$ cat src/hw/wiper_pkg.sv
// constants, types and field layouts of the dual wiper write port
// assumes a single 125 MHz system clock domain
package wiper_pkg;

    // wiper geometry: one tap per code, counted from the low terminal
    localparam int          TAP_COUNT     = 256;
    localparam int          CODE_W        = 8;
    localparam logic [7:0]  MIDSCALE_CODE = 8'h80;  // reset tap
    localparam logic [7:0]  FULL_SCALE    = 8'hff;  // top tap

    // command byte values: wiper a, wiper b and both wipers
    localparam logic [7:0] WIPER_A_WRITE_CMD    = 8'h11;
    localparam logic [7:0] WIPER_B_WRITE_CMD    = 8'h12;
    localparam logic [7:0] DUAL_WIPER_WRITE_CMD = 8'h13;

    // target address in its 8-bit form, write bit included
    localparam logic [7:0] FIXED_TARGET_ADDR = 8'h5a;
    localparam logic [3:0] ADDR_UPPER_BITS   = 4'h5;  // 0101
    localparam logic       WRITE_BIT         = 1'b0;

    // byte positions inside one write transfer
    localparam logic [1:0] BYTE_ADDR = 2'h0;
    localparam logic [1:0] BYTE_CMD  = 2'h1;
    localparam logic [1:0] BYTE_DATA = 2'h2;
    localparam logic [1:0] BYTE_LAST = 2'h3;  // any byte past the data

    // last bit index of a byte, msb first
    localparam logic [2:0] LAST_BIT = 3'h7;

    // pin synchroniser width (scl, sda, three address pins)
    localparam int SYNC_W = 5;

    // tap codes of both wipers travel together
    typedef struct packed {
        logic [7:0] first_wiper;   // wiper a code
        logic [7:0] second_wiper;  // wiper b code
    } wiper_pair_t;

    // target receive states
    typedef enum logic [2:0] {
        ST_IDLE,      // waiting for a start condition
        ST_RX,        // shifting in a byte on scl rising edges
        ST_DONE,      // eighth bit taken, waiting for scl to fall
        ST_ACK,       // driving the acknowledge bit low
        ST_IGNORE     // transfer not for us, wait for start or stop
    } rx_state_t;

endpackage

$ cat src/hw/dual_wiper_i2c_write_port.sv
// write-only two-wire target that sets two 256-tap wiper codes
// assumes scl/sda come from open-drain pins with external pull-ups;
// the pad combines sda_o/sda_oe_o with the bus wire
//
// Function
// - command 0x11 loads data into wiper a
// - command 0x12 loads data into wiper b
// - command 0x13 loads data into both wipers
// - wiper code is one msb-first data byte
// - each wiper offers 256 taps
// - never drive data; controller only writes
// - code equals taps counted from low end
// - fixed variant answers only address 0x5a
// - configurable address is 0101, pins, write bit
`timescale 1ns/1ps
module dual_wiper_i2c_write_port #(
    parameter bit FIXED_ADDR_VARIANT = 1'b0  // 1: fixed address variant
) (
    input  wire logic                  sys_clk_i,
    input  wire logic                  resetn_i,
    input  wire logic                  scl_i,
    input  wire logic                  sda_i,
    output logic                       sda_o,
    output logic                       sda_oe_o,
    input  wire logic                  addr_select_bit2_i,
    input  wire logic                  addr_select_bit1_i,
    input  wire logic                  addr_select_bit0_i,
    output wiper_pkg::wiper_pair_t     taps_from_low_end_o,
    output wiper_pkg::wiper_pair_t     taps_from_high_end_o,
    output logic                       wiper_updated_o
);

    // ---------------------------------------------------------------
    // command decode: bit 0 selects wiper a, bit 1 selects wiper b
    // ---------------------------------------------------------------
    function automatic logic [1:0] cmd_targets(input logic [7:0] cmd);
        logic [1:0] sel;
        sel = 2'h0;
        case (cmd)
            wiper_pkg::WIPER_A_WRITE_CMD:    sel = 2'h1;
            wiper_pkg::WIPER_B_WRITE_CMD:    sel = 2'h2;
            wiper_pkg::DUAL_WIPER_WRITE_CMD: sel = 2'h3;
            default:                         sel = 2'h0;
        endcase
        return sel;
    endfunction

    // ---------------------------------------------------------------
    // pin synchronisation
    // ---------------------------------------------------------------
    logic [wiper_pkg::SYNC_W-1:0] pins_raw;   // scl, sda, address pins
    logic [wiper_pkg::SYNC_W-1:0] pins_init;  // idle bus seed
    logic [wiper_pkg::SYNC_W-1:0] pins_s;     // filtered levels
    logic                         scl_s;      // filtered clock
    logic                         sda_s;      // filtered data
    logic [2:0]                   addr_pins;  // filtered address straps

    assign pins_raw  = {scl_i, sda_i, addr_select_bit2_i,
                        addr_select_bit1_i, addr_select_bit0_i};
    assign pins_init = {2'h3, 3'h0};

    pin_sync3 #(
        .WIDTH (wiper_pkg::SYNC_W)
    ) u_pin_sync (
        .sys_clk_i (sys_clk_i),
        .resetn_i  (resetn_i),
        .pin_i     (pins_raw),
        .init_i    (pins_init),
        .level_o   (pins_s)
    );

    assign scl_s     = pins_s[4];
    assign sda_s     = pins_s[3];
    assign addr_pins = pins_s[2:0];

    // ---------------------------------------------------------------
    // bus event detection
    // ---------------------------------------------------------------
    logic scl_prev_q;   // scl one cycle ago
    logic sda_prev_q;   // sda one cycle ago
    logic scl_prev_d;
    logic sda_prev_d;
    logic scl_rise;     // bit sampling point
    logic scl_fall;     // point to change our sda drive
    logic start_seen;   // sda falls while scl high
    logic stop_seen;    // sda rises while scl high

    // next values of the edge history
    always_comb begin
        scl_prev_d = scl_s;
        sda_prev_d = sda_s;
    end

    // edge history registers
    always_ff @(posedge sys_clk_i or negedge resetn_i) begin
        if (!resetn_i) begin
            scl_prev_q <= 1'b1;
            sda_prev_q <= 1'b1;
        end else begin
            scl_prev_q <= scl_prev_d;
            sda_prev_q <= sda_prev_d;
        end
    end

    assign scl_rise   = scl_s & ~scl_prev_q;
    assign scl_fall   = ~scl_s & scl_prev_q;
    assign start_seen = scl_s & scl_prev_q & sda_prev_q & ~sda_s;
    assign stop_seen  = scl_s & scl_prev_q & ~sda_prev_q & sda_s;

    // ---------------------------------------------------------------
    // expected address in 8-bit form, write bit included
    // ---------------------------------------------------------------
    logic [7:0] own_addr;

    always_comb begin
        if (FIXED_ADDR_VARIANT) begin
            own_addr = wiper_pkg::FIXED_TARGET_ADDR;
        end else begin
            own_addr = {wiper_pkg::ADDR_UPPER_BITS, addr_pins,
                        wiper_pkg::WRITE_BIT};
        end
    end

    // ---------------------------------------------------------------
    // receive state machine
    // ---------------------------------------------------------------
    wiper_pkg::rx_state_t state_q;   // current receive state
    wiper_pkg::rx_state_t state_d;
    logic [2:0]           bit_q;     // bit index inside the byte
    logic [2:0]           bit_d;
    logic [1:0]           byte_q;    // byte index inside the transfer
    logic [1:0]           byte_d;
    logic [7:0]           shift_q;   // incoming byte, msb first
    logic [7:0]           shift_d;
    logic [7:0]           cmd_q;     // accepted command byte
    logic [7:0]           cmd_d;
    logic                 oe_q;      // acknowledge drive
    logic                 oe_d;
    logic                 accept;    // current byte is acknowledged
    logic [1:0]           targets;   // wipers the command selects

    assign targets = cmd_targets(cmd_q);

    // decide whether the byte just received is ours to acknowledge
    always_comb begin
        case (byte_q)
            wiper_pkg::BYTE_ADDR: accept = (shift_q == own_addr);
            wiper_pkg::BYTE_CMD:  accept = |cmd_targets(shift_q);
            wiper_pkg::BYTE_DATA: accept = |targets;
            default:              accept = 1'b0;  // extra bytes refused
        endcase
    end

    // next state of the receiver
    always_comb begin
        state_d = state_q;
        bit_d   = bit_q;
        byte_d  = byte_q;
        shift_d = shift_q;
        cmd_d   = cmd_q;
        oe_d    = oe_q;
        if (start_seen) begin
            // start or repeated start opens a new transfer
            state_d = wiper_pkg::ST_RX;
            bit_d   = 3'h0;
            byte_d  = wiper_pkg::BYTE_ADDR;
            cmd_d   = 8'h00;
            oe_d    = 1'b0;
        end else if (stop_seen) begin
            // stop ends everything and frees the line
            state_d = wiper_pkg::ST_IDLE;
            oe_d    = 1'b0;
        end else begin
            case (state_q)
                wiper_pkg::ST_IDLE: begin
                    oe_d = 1'b0;
                end
                wiper_pkg::ST_RX: begin
                    if (scl_rise) begin
                        shift_d = {shift_q[6:0], sda_s};
                        bit_d   = bit_q + 3'h1;
                        if (bit_q == wiper_pkg::LAST_BIT) begin
                            state_d = wiper_pkg::ST_DONE;
                        end
                    end
                end
                wiper_pkg::ST_DONE: begin
                    if (scl_fall) begin
                        if (accept) begin
                            // pull sda low for the acknowledge bit
                            state_d = wiper_pkg::ST_ACK;
                            oe_d    = 1'b1;
                            if (byte_q == wiper_pkg::BYTE_CMD) begin
                                cmd_d = shift_q;
                            end
                        end else begin
                            state_d = wiper_pkg::ST_IGNORE;
                        end
                    end
                end
                wiper_pkg::ST_ACK: begin
                    if (scl_fall) begin
                        // release after the acknowledge clock
                        state_d = wiper_pkg::ST_RX;
                        oe_d    = 1'b0;
                        bit_d   = 3'h0;
                        if (byte_q != wiper_pkg::BYTE_LAST) begin
                            byte_d = byte_q + 2'h1;
                        end
                    end
                end
                wiper_pkg::ST_IGNORE: begin
                    oe_d = 1'b0;
                end
                default: begin
                    state_d = wiper_pkg::ST_IDLE;
                    oe_d    = 1'b0;
                end
            endcase
        end
    end

    // receiver registers
    always_ff @(posedge sys_clk_i or negedge resetn_i) begin
        if (!resetn_i) begin
            state_q <= wiper_pkg::ST_IDLE;
            bit_q   <= 3'h0;
            byte_q  <= wiper_pkg::BYTE_ADDR;
            shift_q <= 8'h00;
            cmd_q   <= 8'h00;
            oe_q    <= 1'b0;
        end else begin
            state_q <= state_d;
            bit_q   <= bit_d;
            byte_q  <= byte_d;
            shift_q <= shift_d;
            cmd_q   <= cmd_d;
            oe_q    <= oe_d;
        end
    end

    // ---------------------------------------------------------------
    // wiper registers
    // ---------------------------------------------------------------
    wiper_pkg::wiper_pair_t low_q;    // taps from the low terminal
    wiper_pkg::wiper_pair_t low_d;
    wiper_pkg::wiper_pair_t high_q;   // taps from the high terminal
    wiper_pkg::wiper_pair_t high_d;
    logic                   upd_q;    // one-cycle update strobe
    logic                   upd_d;
    logic                   data_done; // data byte acknowledged now

    assign data_done = (state_q == wiper_pkg::ST_DONE) && scl_fall &&
                       !start_seen && !stop_seen &&
                       (byte_q == wiper_pkg::BYTE_DATA) && accept;

    // load the received code into the selected wipers
    always_comb begin
        low_d = low_q;
        upd_d = 1'b0;
        if (data_done) begin
            if (targets[0]) begin
                low_d.first_wiper = shift_q;
            end
            if (targets[1]) begin
                low_d.second_wiper = shift_q;
            end
            upd_d = 1'b1;
        end
        // code is the tap count from the low end, 255 at the top
        high_d.first_wiper  = wiper_pkg::FULL_SCALE -
                              low_d.first_wiper;
        high_d.second_wiper = wiper_pkg::FULL_SCALE -
                              low_d.second_wiper;
    end

    // wiper registers, midscale after reset
    always_ff @(posedge sys_clk_i or negedge resetn_i) begin
        if (!resetn_i) begin
            low_q  <= {wiper_pkg::MIDSCALE_CODE, wiper_pkg::MIDSCALE_CODE};
            high_q <= {wiper_pkg::FULL_SCALE - wiper_pkg::MIDSCALE_CODE,
                       wiper_pkg::FULL_SCALE - wiper_pkg::MIDSCALE_CODE};
            upd_q  <= 1'b0;
        end else begin
            low_q  <= low_d;
            high_q <= high_d;
            upd_q  <= upd_d;
        end
    end

    // ---------------------------------------------------------------
    // outputs; sda only ever pulled low for acknowledge
    // ---------------------------------------------------------------
    assign sda_o                = 1'b0;
    assign sda_oe_o             = oe_q;
    assign taps_from_low_end_o  = low_q;
    assign taps_from_high_end_o = high_q;
    assign wiper_updated_o      = upd_q;

endmodule

$ cat src/hw/pin_sync3.sv
// three-stage pin synchroniser with agreement filter
// assumes inputs are asynchronous to sys_clk_i
`timescale 1ns/1ps
module pin_sync3 #(
    parameter int WIDTH = 1
) (
    input  wire logic             sys_clk_i,
    input  wire logic             resetn_i,
    input  wire logic [WIDTH-1:0] pin_i,
    input  wire logic [WIDTH-1:0] init_i,
    output logic      [WIDTH-1:0] level_o
);
    logic [WIDTH-1:0] meta_q;   // first stage, read only by stage two
    logic [WIDTH-1:0] mid_q;    // second stage
    logic [WIDTH-1:0] late_q;   // third stage
    logic [WIDTH-1:0] level_q;  // accepted level
    logic [WIDTH-1:0] level_d;
    logic [1:0]       fill_q;   // edges since reset release, stops at 3
    logic [1:0]       fill_d;

    // a bit changes only once stages two and three agree;
    // until both hold real pin values the seed level stands
    always_comb begin
        level_d = level_q;
        fill_d  = fill_q;
        for (int i = 0; i < WIDTH; i++) begin
            if (mid_q[i] == late_q[i]) begin
                level_d[i] = late_q[i];
            end
        end
        if (fill_q != 2'h3) begin
            fill_d  = fill_q + 2'h1;
            level_d = init_i;
        end
    end

    // register stages, constants only under reset
    always_ff @(posedge sys_clk_i or negedge resetn_i) begin
        if (!resetn_i) begin
            meta_q   <= '0;
            mid_q    <= '0;
            late_q   <= '0;
            level_q  <= '0;
            fill_q   <= 2'h0;
        end else begin
            meta_q   <= pin_i;
            mid_q    <= meta_q;
            late_q   <= mid_q;
            level_q  <= level_d;
            fill_q   <= fill_d;
        end
    end

    // seed shown under reset too, so no false edge follows release
    assign level_o = (fill_q == 2'h0) ? init_i : level_q;
endmodule

$ cat config.mk
export PLATFORM = sky130hd
export DESIGN_NAME = dual_wiper_i2c_write_port
export DESIGN_NICKNAME = d
export VERILOG_FILES = /design/src/hw/wiper_pkg.sv /design/src/hw/dual_wiper_i2c_write_port.sv /design/src/hw/pin_sync3.sv
export SDC_FILE = /design/constraint.sdc
export NUM_CORES = 1
export LEC_CHECK = 0
export BUFFER_PORTS_ARGS = -buffer_cell sky130_fd_sc_hd__buf_2
export CORE_UTILIZATION = 43
export CTS_CLUSTER_SIZE = 28
export DETAILED_ROUTE_END_ITERATION = 7
export PLACE_DENSITY = 0.65
export SYNTH_ARGS = -nofsm -noshare
export SYNTH_HDL_FRONTEND = slang
export SYNTH_SLANG_ARGS = --single-unit
$ cat constraint.sdc
create_clock -name sys_clk_i -period 5.3 [get_ports sys_clk_i]
set_input_delay 0.265 -clock sys_clk_i [delete_from_list [all_inputs] [get_ports sys_clk_i]]
set_output_delay 0.265 -clock sys_clk_i [all_outputs]
set_load 0.01 [all_outputs]
==> flow_summary.json <==
{
  "clk_latency_ps": 350,
  "cts_tree": "yes",
  "cts.repair.resized": 0,
  "die_h_um": 92.3,
  "sw_frac_of_total_pct": 25.6,
  "worst-endpoint-required_ps": 5540,
  "detailedRoute.firstPassIterationCount": 4,
  "startpoint_type": "flip-flop",
  "cts_setup_buffers": 0,
  "hold-worst-slack_ps": 70.6,
  "design.portCount": 42,
  "antenna_cells": 0,
  "post_synth_inst_count": 260,
  "powerDensity_nw_per_um2": 336,
  "synth_async_sr_flop_share_pct": 100,
  "worst_r2r_endpoint": "taps_from_low_end_o[2]",
  "hold_class": "primary input to asynchronous set/reset pin",
  "cts.hold.buffers_added": 4,
  "timing.max_cap.violations": 0,
  "global_route_total_usage_across_every_layer_pct": 16.5,
  "synth.yosys.seq_area_share_pct": 59.2,
  "post_drt_wl_per_cell_um": 15.3,
  "r2r_start": "u_pin_sync.fill_q[0]",
  "area_contributors_post_synth": "sky130_fd_sc_hd__dfrtp_1 46%, sky130_fd_sc_hd__dfstp_2 13%, sky130_fd_sc_hd__mux2_2 6.7%",
  "share_of_final_layout_standard_cells_stronger_than_drive_strength_1_pct": 35.0,
  "leakage_power_summed_over_all_cells_nw": 2.00,
  "rsz0062_at_grt": "false",
  "synth_top_area_cell": "sky130_fd_sc_hd__dfrtp_1",
  "power_frac_seq_pct": 54.1,
  "grt_remaining_overflow": 0,
  "longest_individual_stage_delay_on_the_worst_path_ps": 470,
  "numClockSinks": 82,
  "dpl_cell_area_sq_um": 3770,
  "floorplan.die_area_sq_um": 8520,
  "ir_drop_mv": 0.261,
  "detailroute.via_count": 2150,
  "yosysWarnings": 0,
  "r2r_setup_slack_ps": 2670,
  "outcome": "finished, final reports clean",
  "clockPowerShare_pct": 37.9,
  "antenna_violations_before_repair": 0,
  "mappedNetlistNets": 276,
  "cts_root_buffer": "sky130_fd_sc_hd__clkbuf_8",
  "fin_area_sq_um": 4050,
  "worst_path_arrival_time_ps": 2870,
  "slowest_stage": "sky130_fd_sc_hd__a211oi_4",
  "combinationalPowerShare_pct": 8.0,
  "grt_pass1_vias": 2110,
  "power.internal_w": 0.00101,
  "tns_ps": 0,
  "p_sw_w": 0.000348,
  "postSynthAreaPerCell_sq_um": 13.5,
  "cts_buffers": 9,
  "final_min_period_over_clock_period_pct": 49.6,
  "netlist_area_sq_um": 3510,
  "htreeDepth": 3,
  "crit_chain": "inv_1 -> ha_1 -> nor4b_1 -> a32oi_1 -> a211oi_4 -> o2111ai_4 -> mux2_4",
  "dominantRegCellSynth": "sky130_fd_sc_hd__dfrtp_1",
  "residual_drc_count": 0,
  "number_of_cells_on_the_worst_reg_to_reg_path": 7,
  "place.port_buffers": 40,
  "p_total_w": 0.00136,
  "layout.nets": 320,
  "post-dp-hpwl_um": 4110,
  "worstMarginPinSlew_ps": 1010,
  "highest_clock_frequency_the_design_can_meet_ghz": 0.380,
  "final_antenna_net_count": 0,
  "crit_path_end_kind": "flip-flop",
  "yosys.cell_count.top_type": "sky130_fd_sc_hd__dfrtp_1",
  "clk_transition_reported_paths_ps": 80,
  "global_route_wire_length_before_repair_um": 10700,
  "synth_top_cells_by_count": "64 x sky130_fd_sc_hd__dfrtp_1, 21 x sky130_fd_sc_hd__mux2_2, 18 x sky130_fd_sc_hd__dfstp_2",
  "number_of_distinct_standard_cells_referenced_by_the_synthesized_netlist": 51,
  "crit_path_max_fanout": 16,
  "finalWirelength_um": 6290,
  "period_minus_slack_ps": 2630,
  "final-max-slew-violation-count": 0,
  "hold_violations": 0,
  "start_util_pct": 44.9,
  "drt-initial-drc-count": 177,
  "synth_edf_count": 0,
  "setup_viol_count_final": 0,
  "floorplan_core_area_sq_um": 7810,
  "final_cell_count_no_fill": 411,
  "grt_start_max_net_pins": 83,
  "clock_buffer_depth": 2,
  "num_rows": 32,
  "gp_congestion": 0.771,
  "die_x_um": 92.3,
  "fin_skew_ps": 9.61,
  "slew_headroom_pct": 32.7,
  "setup.worst_path.class": "flip-flop to flip-flop",
  "post-place-cells": 390,
  "areaGrowthSynthToFinish_pct": 15.6,
  "synth_seq_cells": 82,
  "drt-vias-per-instance": 5.23,
  "synth_top_cell_area_share_pct": 45.7
}
[kinds of logic after synthesis]
| logic type | Yosys count | synth area share [%] |
|---|---|---|
| compound gates | 52 | 12.1 |
| xor+xnor | 4 | 0.999 |
| fa+ha+maj | 9 | 3.21 |
| buf+inv | 21 | 2.93 |
| flops | 82 | 59.2 |
| mux | 42 | 13.3 |
| other cells | 1 | 0.107 |
| simple gates | 49 | 8.17 |
[power groups by stage]
| stage | Combinational, W | Sequential (W) | Clock, W |
|---|---|---|---|
| final | 0.000109 | 0.000736 | 0.000516 |
| after CTS | 0.000111 | 0.000737 | 0.000531 |
| after floorplan | 0.000113 | 0.000697 | 0 |
| after detailed placement | 0.000107 | 0.000747 | 0 |
| after global routing | 0.000124 | 0.000746 | 0.000562 |
| after global placement | 0.000102 | 0.000745 | 0 |
[state kept, by name (all words and copies together), names as in the netlist, 2 cells and up]
signal and cells:
u_pin_sync.late_q 5, cmd_q 8, bit_q 3, taps_from_high_end_o 16, u_pin_sync.level_q 5, u_pin_sync.mid_q 5, u_pin_sync.fill_q 2, byte_q 2
state_q 3, shift_q 8, u_pin_sync.meta_q 5, taps_from_low_end_o 16
[critical path, delay by kind of cell, from the launching register on]
family          cells  cell delay [ps]
simple gates        1              320
compound gates      3             1030
flops               1              400
fa+ha+maj           1              290
buf+inv             1               60
mux                 1              420
[worst max path at each step]
stage | cells after the start | startpoint | to
2_1_floorplan | 8 | u_pin_sync.fill_q[0] | taps_from_low_end_o[13]
4_1_cts | 7 | u_pin_sync.fill_q[0] | taps_from_low_end_o[2]
6_report | 7 | u_pin_sync.fill_q[0] | taps_from_low_end_o[2]
3_5_place_dp | 7 | u_pin_sync.fill_q[0] | taps_from_low_end_o[2]
3_3_place_gp | 7 | u_pin_sync.fill_q[0] | taps_from_low_end_o[13]
5_1_grt | 7 | u_pin_sync.fill_q[0] | cmd_q[0]
[final cells by class]
| type | count | area [sq um] |
|---|---|---|
| timing repair buffer | 45 | 253 |
| clock buffer | 11 | 151 |
| sequential | 82 | 2070 |
| fill | 688 | 3750 |
| multi-input combinational | 157 | 1330 |
| inverter | 9 | 33.8 |
| clock inverter | 5 | 83.8 |
| tap | 102 | 128 |
[placed cells by master, fill, tap and decap left out, drive strengths merged, types with 5 or more instances in the layout]
cell         count
nand2            7
buf             40
mux2i           17
a22o             9
clkbuf          11
dlygate4sd3      5
ha               9
o21ai           15
a21oi            6
inv             10
dfstp           18
mux2            25
nor2            10
dfrtp           64
nor2b            5
[per-layer routing]
layer / vias up / GRT usage, % / wire (um)
met2: 55 / 24.2 / 2850
met5: - / 0 / 0
met4: 0 / 4.82 / 67
met3: 9 / 5.75 / 305
met1: 1068 / 23.1 / 3060
li1: 1018 / - / -
[stage by stage]
stage               setup slack [ps]  util, %
floorplan                       3000        -
global placement                2790     48.3
detailed placement              2710     48.3
CTS                             2680     51.8
global route                    2520     51.9
finish                          2670     51.9
No activity file was read; power rests on OpenSTA's default activity.
